[src/design/mlr_pkg.sv]
// package for the move, logic, rotate and skip execution unit
// Behaviour
// - memory to accumulator, flags untouched
// - immediate byte to accumulator, flags untouched
// - accumulator to memory, flags untouched
// - no-operation only advances program counter
// - OR into accumulator, zero flag only
// - OR into memory, zero flag only
// - return pops counter, two cycles, no flags
// - return pops counter and loads immediate
// - interrupt return pops counter, sets master enable
// - rotate memory left, bit 7 to 0
// - rotate left into accumulator, memory kept
// - rotate left through carry, nine-bit ring
// - rotate right, bit 0 to 7
// - rotate right through carry, carry to 7
// - subtract with carry into accumulator, four flags
// - subtract with carry into memory, same flags
// - decrement memory, skip when zero, two cycles on skip
// - decrement into accumulator, skip when zero
// - skip discards prefetch, inserts dummy cycle
package mlr_pkg;

  // operations this unit executes
  typedef enum logic [4:0] {
    MLR_NOP, MLR_MOV_A_M, MLR_MOV_A_X, MLR_MOV_M_A,
    MLR_OR_A_M, MLR_OR_A_X, MLR_ORM,
    MLR_RET, MLR_RET_A_X, MLR_RETI,
    MLR_RL, MLR_RLA, MLR_RLC, MLR_RLCA,
    MLR_RR, MLR_RRA, MLR_RRC, MLR_RRCA,
    MLR_SBC, MLR_SBCM, MLR_SDZ, MLR_SDZA
  } mlr_op_t;

  // one instruction as handed over by the sequencer
  typedef struct packed {
    mlr_op_t op;
    logic [7:0] imm;       // immediate field
    logic [7:0] mem_rd;    // byte read from the addressed location
  } mlr_instr_t;

  // side effects towards memory, stack and sequencer
  typedef struct packed {
    logic mem_we;          // write mem_wdata to the addressed location
    logic [7:0] mem_wdata;
    logic pc_inc;          // advance program counter by one
    logic pc_pop;          // load program counter from the stack
    logic discard;         // drop the prefetched instruction
  } mlr_effect_t;

  // register map, byte addresses
  localparam logic [3:0] MLR_ACC_OFS = 4'h0;
  localparam logic [3:0] MLR_FLAG_OFS = 4'h4;
  localparam logic [3:0] MLR_CTRL_OFS = 4'h8;
  localparam logic [3:0] MLR_STAT_OFS = 4'hC;

  // flag register fields, and the enable bit of the control register
  localparam int MLR_C_BIT = 0;
  localparam int MLR_AC_BIT = 1;
  localparam int MLR_Z_BIT = 2;
  localparam int MLR_OV_BIT = 3;
  localparam int MLR_MIE_BIT = 0;

  // reset values
  localparam logic [7:0] MLR_ACC_RST = 8'h00;
  localparam logic [3:0] MLR_FLAG_RST = 4'h0;
  localparam logic MLR_MIE_RST = 1'b0;

  // cycle counts per instruction class
  localparam int MLR_RET_CYCLES = 2;
  localparam int MLR_SKIP_CYCLES = 2;

endpackage : mlr_pkg

[src/design/mlr_exec.sv]
// execution unit for moves, OR, rotates, subtract with carry, returns and skips
//
// The register addresses and the Avalon-MM register port were decided locally.
`timescale 1ns/100ps
module mlr_exec
  import mlr_pkg::*;
#(
  parameter int DATA_W = 8
) (
  input wire logic ref_clk_in,              // system clock, 250 MHz
  input wire logic rst_in,                  // asynchronous reset, active high
  input wire logic instr_valid_in,          // sequencer offers an instruction
  output logic instr_ready_out,             // unit can take an instruction
  input wire mlr_instr_t instr_in,          // instruction and operand byte
  output mlr_effect_t effect_out,           // registered side effects, one cycle
  output logic [7:0] acc_out,               // accumulator
  output logic [3:0] flags_out,             // {ov, z, ac, c}
  output logic master_interrupt_enable_out, // global interrupt enable
  input wire logic [3:0] avs_address,       // byte address
  input wire logic avs_read,                // avalon read
  input wire logic avs_write,               // avalon write
  input wire logic [31:0] avs_writedata,    // avalon write data
  input wire logic [3:0] avs_byteenable,    // avalon byte enables
  output logic [31:0] avs_readdata,         // avalon read data
  output logic avs_waitrequest              // avalon wait request
);

  // the datapath is byte wide by construction; wider words would need new flag taps
  if (DATA_W != 8) begin : g_width_check
    $error("mlr_exec supports only DATA_W = 8");
  end

  // the sequencer below holds exactly one refused cycle after a return or a taken skip
  if (MLR_RET_CYCLES != 2 || MLR_SKIP_CYCLES != 2) begin : g_cycle_check
    $error("mlr_exec serves only two-cycle returns and skips");
  end

  typedef enum logic [1:0] {
    ST_RUN,
    ST_RET2,
    ST_DUMMY
  } mlr_state_t;

  mlr_state_t state_q;
  logic [7:0] acc_q;
  logic [3:0] flags_q;
  logic mie_q;
  mlr_effect_t effect_q;
  logic bus_ack_q;
  logic [31:0] rdata_q;
  logic [4:0] last_op_q;

  logic take;
  logic [7:0] m;
  logic cin;
  logic acc_we;
  logic [7:0] acc_d;
  logic [3:0] flags_d;
  logic flags_we;
  logic mie_set;
  mlr_effect_t effect_d;
  logic skip;
  logic [8:0] diff;
  logic [4:0] low;
  logic bus_wr;
  logic bus_rd;
  logic [7:0] or_m;

  // zero test shared by OR, subtract and skip paths
  function automatic logic is_zero(input logic [7:0] v);
    is_zero = (v == 8'h00);
  endfunction : is_zero

  // updates the zero flag inside a flag vector
  function automatic logic [3:0] with_zero(input logic [3:0] f, input logic [7:0] v);
    logic [3:0] r;
    r = f;
    r[MLR_Z_BIT] = is_zero(v);
    with_zero = r;
  endfunction : with_zero

  // rotate one place left, bit 7 wraps into bit 0
  function automatic logic [7:0] rot_left(input logic [7:0] v);
    rot_left = {v[6:0], v[7]};
  endfunction : rot_left

  // rotate one place right, bit 0 wraps into bit 7
  function automatic logic [7:0] rot_right(input logic [7:0] v);
    rot_right = {v[0], v[7:1]};
  endfunction : rot_right

  // left through carry: old carry enters bit 0, bit 7 leaves as new carry
  function automatic logic [7:0] rot_left_c(input logic [7:0] v, input logic c);
    rot_left_c = {v[6:0], c};
  endfunction : rot_left_c

  // right through carry: old carry enters bit 7, bit 0 leaves as new carry
  function automatic logic [7:0] rot_right_c(input logic [7:0] v, input logic c);
    rot_right_c = {c, v[7:1]};
  endfunction : rot_right_c

  // decrement wraps 00 to FF, which is not zero and so never skips
  function automatic logic [7:0] dec_byte(input logic [7:0] v);
    dec_byte = v - 8'h01;
  endfunction : dec_byte

  // an instruction is taken only in the run state, never in a second cycle
  assign take = instr_valid_in && (state_q == ST_RUN);
  assign instr_ready_out = (state_q == ST_RUN);
  assign m = instr_in.mem_rd;
  assign cin = flags_q[MLR_C_BIT];

  // subtract with carry: acc + ~m + c, nibble carry from bit 3
  assign diff = {1'b0, acc_q} + {1'b0, ~m} + {8'h00, cin};
  assign low = {1'b0, acc_q[3:0]} + {1'b0, ~m[3:0]} + {4'h0, cin};

  // one OR term shared by the accumulator and memory forms
  assign or_m = acc_q | m;

  // decode one instruction into accumulator, flag and memory effects
  always_comb begin
    acc_we = 1'b0;
    acc_d = acc_q;
    flags_we = 1'b0;
    flags_d = flags_q;
    mie_set = 1'b0;
    skip = 1'b0;
    effect_d = '0;
    effect_d.pc_inc = take;
    if (take) begin
      case (instr_in.op)
        MLR_NOP: begin
          effect_d.pc_inc = 1'b1;
        end
        MLR_MOV_A_M: begin
          acc_we = 1'b1;
          acc_d = m;
        end
        MLR_MOV_A_X: begin
          acc_we = 1'b1;
          acc_d = instr_in.imm;
        end
        MLR_MOV_M_A: begin
          effect_d.mem_we = 1'b1;
          effect_d.mem_wdata = acc_q;
        end
        MLR_OR_A_M: begin
          acc_we = 1'b1;
          acc_d = or_m;
          flags_we = 1'b1;
          flags_d = with_zero(flags_q, or_m);
        end
        MLR_OR_A_X: begin
          acc_we = 1'b1;
          acc_d = acc_q | instr_in.imm;
          flags_we = 1'b1;
          flags_d = with_zero(flags_q, acc_q | instr_in.imm);
        end
        MLR_ORM: begin
          effect_d.mem_we = 1'b1;
          effect_d.mem_wdata = or_m;
          flags_we = 1'b1;
          flags_d = with_zero(flags_q, or_m);
        end
        MLR_RET: begin
          effect_d.pc_inc = 1'b0;
          effect_d.pc_pop = 1'b1;
        end
        MLR_RET_A_X: begin
          effect_d.pc_inc = 1'b0;
          effect_d.pc_pop = 1'b1;
          acc_we = 1'b1;
          acc_d = instr_in.imm;
        end
        MLR_RETI: begin
          effect_d.pc_inc = 1'b0;
          effect_d.pc_pop = 1'b1;
          mie_set = 1'b1;
        end
        MLR_RL: begin
          effect_d.mem_we = 1'b1;
          effect_d.mem_wdata = rot_left(m);
        end
        MLR_RLA: begin
          acc_we = 1'b1;
          acc_d = rot_left(m);
        end
        MLR_RLC, MLR_RLCA: begin
          if (instr_in.op == MLR_RLC) begin
            effect_d.mem_we = 1'b1;
            effect_d.mem_wdata = rot_left_c(m, cin);
          end else begin
            acc_we = 1'b1;
            acc_d = rot_left_c(m, cin);
          end
          flags_we = 1'b1;
          flags_d[MLR_C_BIT] = m[7];
        end
        MLR_RR: begin
          effect_d.mem_we = 1'b1;
          effect_d.mem_wdata = rot_right(m);
        end
        MLR_RRA: begin
          acc_we = 1'b1;
          acc_d = rot_right(m);
        end
        MLR_RRC, MLR_RRCA: begin
          if (instr_in.op == MLR_RRC) begin
            effect_d.mem_we = 1'b1;
            effect_d.mem_wdata = rot_right_c(m, cin);
          end else begin
            acc_we = 1'b1;
            acc_d = rot_right_c(m, cin);
          end
          flags_we = 1'b1;
          flags_d[MLR_C_BIT] = m[0];
        end
        MLR_SBC, MLR_SBCM: begin
          if (instr_in.op == MLR_SBC) begin
            acc_we = 1'b1;
            acc_d = diff[7:0];
          end else begin
            effect_d.mem_we = 1'b1;
            effect_d.mem_wdata = diff[7:0];
          end
          flags_we = 1'b1;
          flags_d = with_zero(flags_q, diff[7:0]);
          flags_d[MLR_C_BIT] = diff[8];
          flags_d[MLR_AC_BIT] = low[4];
          flags_d[MLR_OV_BIT] = (acc_q[7] == ~m[7]) && (diff[7] != acc_q[7]);
        end
        MLR_SDZ: begin
          effect_d.mem_we = 1'b1;
          effect_d.mem_wdata = dec_byte(m);
          skip = is_zero(dec_byte(m));
        end
        // decrement to accumulator, skip on zero
        MLR_SDZA: begin
          acc_we = 1'b1;
          acc_d = dec_byte(m);
          skip = is_zero(dec_byte(m));
        end
        default: begin
          effect_d.pc_inc = 1'b1;
        end
      endcase
      effect_d.discard = skip;
    end
  end

  // sequencing: returns and taken skips occupy a second cycle
  // ready drops in that cycle, so the sequencer cannot push a word into the gap
  always_ff @(posedge ref_clk_in or posedge rst_in) begin
    if (rst_in) begin
      state_q <= ST_RUN;
    end else begin
      case (state_q)
        ST_RUN: begin
          if (take && (instr_in.op == MLR_RET || instr_in.op == MLR_RET_A_X ||
                       instr_in.op == MLR_RETI)) begin
            state_q <= ST_RET2;
          end else if (take && skip) begin
            state_q <= ST_DUMMY;
          end
        end
        ST_RET2: state_q <= ST_RUN;
        ST_DUMMY: state_q <= ST_RUN;
        default: state_q <= ST_RUN;
      endcase
    end
  end

  // avalon decode; one wait state, answer on the second cycle
  // a fixed wait state lets read data come from a flop with no read-data mux path
  assign avs_waitrequest = (avs_read || avs_write) && !bus_ack_q;
  assign bus_wr = avs_write && bus_ack_q && avs_byteenable[0];
  assign bus_rd = avs_read && !bus_ack_q;

  always_ff @(posedge ref_clk_in or posedge rst_in) begin
    if (rst_in) begin
      bus_ack_q <= 1'b0;
    end else begin
      bus_ack_q <= (avs_read || avs_write) && !bus_ack_q;
    end
  end

  // accumulator: instruction wins over a same-cycle bus write
  always_ff @(posedge ref_clk_in or posedge rst_in) begin
    if (rst_in) begin
      acc_q <= MLR_ACC_RST;
    end else if (acc_we) begin
      acc_q <= acc_d;
    end else if (bus_wr && avs_address == MLR_ACC_OFS) begin
      acc_q <= avs_writedata[7:0];
    end
  end

  // flags: only listed flags move per instruction
  always_ff @(posedge ref_clk_in or posedge rst_in) begin
    if (rst_in) begin
      flags_q <= MLR_FLAG_RST;
    end else if (flags_we) begin
      flags_q <= flags_d;
    end else if (bus_wr && avs_address == MLR_FLAG_OFS) begin
      flags_q <= avs_writedata[3:0];
    end
  end

  // master interrupt enable: the interrupt return sets it, set wins over a bus clear
  always_ff @(posedge ref_clk_in or posedge rst_in) begin
    if (rst_in) begin
      mie_q <= MLR_MIE_RST;
    end else if (mie_set) begin
      mie_q <= 1'b1;
    end else if (bus_wr && avs_address == MLR_CTRL_OFS) begin
      mie_q <= avs_writedata[MLR_MIE_BIT];
    end
  end

  // side effects are registered so memory sees clean one-cycle strobes
  // the cost is one cycle of latency between the take and the memory write
  always_ff @(posedge ref_clk_in or posedge rst_in) begin
    if (rst_in) begin
      effect_q <= '0;
      last_op_q <= 5'h00;
    end else begin
      effect_q <= effect_d;
      if (take) begin
        last_op_q <= instr_in.op;
      end
    end
  end

  // read data captured in the wait cycle, valid when waitrequest drops
  always_ff @(posedge ref_clk_in or posedge rst_in) begin
    if (rst_in) begin
      rdata_q <= 32'h0000_0000;
    end else if (bus_rd) begin
      // status packs the last op taken over the sequencer state, for tracing
      case (avs_address)
        MLR_ACC_OFS: rdata_q <= {24'h00_0000, acc_q};
        MLR_FLAG_OFS: rdata_q <= {28'h000_0000, flags_q};
        MLR_CTRL_OFS: rdata_q <= {31'h0000_0000, mie_q};
        MLR_STAT_OFS: rdata_q <= {24'h00_0000, last_op_q, 1'b0, state_q};
        default: rdata_q <= 32'h0000_0000;
      endcase
    end
  end

  assign avs_readdata = rdata_q;
  assign effect_out = effect_q;
  assign acc_out = acc_q;
  assign flags_out = flags_q;
  assign master_interrupt_enable_out = mie_q;

endmodule : mlr_exec

[config.mk]
export PLATFORM = sky130hd
export DESIGN_NAME = mlr_exec
export DESIGN_NICKNAME = d
export VERILOG_FILES = /design/src/design/mlr_pkg.sv /design/src/design/mlr_exec.sv
export SDC_FILE = /design/constraint.sdc
export NUM_CORES = 1
export LEC_CHECK = 0
export BUFFER_PORTS_ARGS = -buffer_cell sky130_fd_sc_hd__buf_2
export CORE_AREA = 2 2 107 78
export CTS_CLUSTER_DIAMETER = 50
export CTS_CLUSTER_SIZE = 16
export DETAILED_ROUTE_END_ITERATION = 16
export DIE_AREA = 0 0 109 80
export PLACE_DENSITY = 0.81
export RECOVER_POWER = 100
export SETUP_SLACK_MARGIN = 0.4
export SLEW_MARGIN = 30
export SYNTH_ARGS = -nofsm -noshare
export SYNTH_HDL_FRONTEND = slang
export SYNTH_SLANG_ARGS = --single-unit
[constraint.sdc]
create_clock -name ref_clk_in -period 3.4 [get_ports ref_clk_in]
set_input_delay 0.17 -clock ref_clk_in [delete_from_list [all_inputs] [get_ports ref_clk_in]]
set_output_delay 0.17 -clock ref_clk_in [all_outputs]
set_load 0.01 [all_outputs]
==> impl_metrics.json <==
{
  "floorplan.initialDensity_pct": 51.9,
  "fp.dieArea_um2": 8720,
  "synth.lib_cells_used.distinct": 77,
  "clock_insertion_delay_worst_skew_ps": 300,
  "detailed_place.area_um2": 4260,
  "number_of_global_route_vias_before_repair": 3871,
  "place.port_buffers": 73,
  "reg2reg_depth": 8,
  "synth_top_cell_area_share_pct": 25.8,
  "hpwl_mm": 10.6,
  "critical-path-top-delay-family": "compound AO/OA/AOI/OAI gates",
  "die_y_extent_um": 80,
  "tritoncts.num_buffers": 5,
  "power_per_cell_area_nw_per_um2": 428,
  "fraction_of_the_cycle_the_final_worst_path_needs_pct": 84.3,
  "layout.area.seq_um2": 1030,
  "timing_worst_setup_path_type": "reg2reg",
  "timing.rr.start": "acc_out[2]",
  "edff_count_synth": 0,
  "report.final.setup_viol": 0,
  "path_cells": "inv_1, ha_1, nand2b_1, a21oi_1, xor2_1, a21oi_1, a2111oi_0, o22ai_1",
  "async_set_reset_flop_share_out_of_synthesis_pct": 100,
  "io_pins": 125,
  "synthCells": 492,
  "postSynthAreaPerCell_um2": 8.09,
  "drt_drc_violations_left": 0,
  "number_of_inserted_filler_cells_in_the_final_layout": 734,
  "vdd_drop_max_mv": 0.181,
  "cts.clk_slew.worst_paths_ps": 90,
  "ys.flop_type": "dfrtp_1",
  "critical_path_arrival_ps": 3000,
  "max_freq_ghz": 0.349,
  "drtAntennaViolNets": 0,
  "ys_top_cells_by_area": "dfrtp_1 26%, buf_4 5.7%, ha_1 5.3%",
  "grt_start_max_net_pins": 30,
  "multi_input_area_um2": 2590,
  "clk_path_buf_depth": 2,
  "critPathCaptureType": "flip-flop",
  "synth.most_common_cell": "nor2_1",
  "clock-sinks": 41,
  "timing_max_transition_violations_final": 0,
  "antenna_cells": 0,
  "holdCritPathClass": "in2reg",
  "finClkSkew_ps": 9.15,
  "crit_path_top_delay_cell": "dfrtp_1",
  "yosys_warnings": 0,
  "worstPathMaxFanout": 8,
  "worstHoldPathCells": 3,
  "worstSetupPathDepth": 8,
  "htree_levels": 2,
  "area_delta_synth_final_pct": 8.08,
  "wire_length_of_the_first_global_routing_pass_mm": 21.1,
  "core_area_um2": 7670,
  "cts.repair_timing.setup_buffer_count": 0,
  "start_kind": "flip-flop",
  "gp_routability_congestion": 1.04,
  "critical_path.max_stage_delay_ps": 620,
  "timing.critical_path.buf_inv": 1,
  "run_status": "finished clean",
  "clock-root-buffer": "clkbuf_8",
  "row_count": 27,
  "via_count": 4222,
  "rsz0062_at_grt": "no",
  "drive_above_1_share_pct": 13.0,
  "timing.hold.worst_endpoint": "bus_ack_q",
  "ys_seq_elements": 41,
  "fin_crit_ps": 2870,
  "number_of_antenna_violations_at_the_first_check_in_global_routing": 0,
  "synth_area_um2": 3980,
  "finalHoldViolCount": 0,
  "final_area_um2": 4300,
  "overall_routed_net_length_mm": 13.9,
  "crit_path_frequent_cell": "a21oi_1",
  "detail_route.vias_per_cell": 6.52,
  "share_of_synthesized_area_occupied_by_flip_flops_and_latches_pct": 25.8,
  "global_route.usage.total_pct": 32.3,
  "drt_iter0_markers": 552,
  "maxSlewHeadroom_pct": 17.5,
  "drt_pre_antenna_iters": 6,
  "p_leak_uw": 0.00188,
  "drv.max_cap_violation_count": 0,
  "tritoncts": "built",
  "grt.overflow.total": 0,
  "critical_path_launch_point": "acc_out[2]",
  "fp.dieW_um": 109,
  "nNetsFinal": 632,
  "critical_path_required_ps": 3540,
  "avgRoutedWirePerCell_um": 21.5,
  "netlist.top_cell.by_area": "dfrtp_1",
  "hold_path_startpoint": "avs_write",
  "worst_r2r_endpoint": "acc_out[4]",
  "timing_worst_slew_pin_value_ps": 1240,
  "setup_total_negative_slack_ps": 0,
  "leading_post_synthesis_cells_by_instance_count": "51 x nor2_1, 41 x dfrtp_1, 36 x nand2_1, 30 x buf_4",
  "rrSetupSlack_ps": 530
}
-- cell families (layout without fill, tap and decap cells) --
| family | Yosys count | after routing | share of synthesized area (%) |
|---|---|---|---|
| and+or+nand+nor | 178 | 178 | 23.7 |
| AOI/OAI and AO/OA | 141 | 141 | 25.3 |
| buffers and inverters | 82 | 114 | 11.3 |
| DFF | 41 | 41 | 25.8 |
| adders and majority gates | 19 | 19 | 6.35 |
| muxes | 18 | 18 | 4.90 |
| xor gates and xnor gates | 12 | 12 | 2.64 |
| other | 1 | 24 | 0.0942 |
-- worst max path at each step --
stage                     slack, ps    endpoint
after floorplan                 790  acc_out[6]
after CTS                       660  acc_out[4]
final                           530  acc_out[4]
after global placement          570  acc_out[4]
after global routing            290  acc_out[4]
after detailed placement        530  acc_out[4]
-- routing by layer --
| layer | wire, µm | vias up | GRT usage [%] | part of all wire, % |
|---|---|---|---|---|
| li1 | - | 1850 | - | - |
| met1 | 5800 | 2016 | 44.7 | 42 |
| met2 | 5860 | 323 | 47.5 | 42 |
| met3 | 2040 | 33 | 11.2 | 15 |
| met4 | 236 | 0 | 8.59 | 1.7 |
| met5 | 0 | - | 0 | 0 |
-- power breakdown --
group	leakage [µW]	switching, µW	internal [µW]
sequential	0.000529	118	548
clock	0.0000433	177	161
combinational	0.00131	531	306
total	0.00188	826	1010
-- metrics by stage --
step | cells | setup WS, ps | hold WS [ps] | power (µW) | utilization, %
5_1_grt | 648 | 290 | 164 | 1950 | 56.1
2_1_floorplan | 515 | 786 | 298 | 1210 | -
3_3_place_gp | 640 | 570 | 319 | 1470 | 55.5
3_5_place_dp | 640 | 530 | 317 | 1490 | 55.5
4_1_cts | 648 | 661 | 137 | 1830 | 56.8
6_report | 648 | 534 | 158 | 1840 | 56.1
-- final cells by class --
type / instances / area share [%]
repair buffers: 80 / 8.52
inverters: 27 / 2.36
multi-input cells: 392 / 60.3
well taps: 101 / 2.94
clock inverters: 1 / 0.174
flip-flops and latches: 41 / 23.8
clock buffers: 6 / 1.92
-- cells in the final DEF (no fill, tap or decap), types with 10 or more instances in the layout --
| master | synthesis | routed |
|---|---|---|
| nor3_1 | 11 | 11 |
| mux2i_1 | 15 | 15 |
| nand2b_1 | 14 | 14 |
| conb_1 | 1 | 24 |
| inv_1 | 25 | 25 |
| o22ai_1 | 12 | 12 |
| nand2_1 | 36 | 36 |
| xnor2_1 | 10 | 10 |
| nor2b_1 | 10 | 10 |
| o21ai_0 | 25 | 29 |
| nor4_1 | 10 | 10 |
| buf_2 | 10 | 39 |
| clkbuf_1 | 13 | 37 |
| nor2_1 | 51 | 51 |
| dfrtp_1 | 41 | 41 |
| a21oi_1 | 22 | 22 |
| ha_1 | 17 | 17 |
-- flip-flops by register name, summed over array words and instances, names as in the netlist --
signal / count
acc_out: 8
avs_readdata: 8
bus_ack_q: 1
effect_out: 12
flags_out: 4
last_op_q: 5
master_interrupt_enable_out: 1
state_q: 2
-- tightest hold or removal path, stage by stage --
cell and delay, ps:
buf_2 110, nor2_1 80, nor2_1 60
-- timing repair --
item                                   CTS  global route
gates resized for setup                  0             1
setup endpoints to repair                0             1
endpoints found under the hold margin   17             0
hold buffers                             1             0
Power figures use the tool's default switching activity.
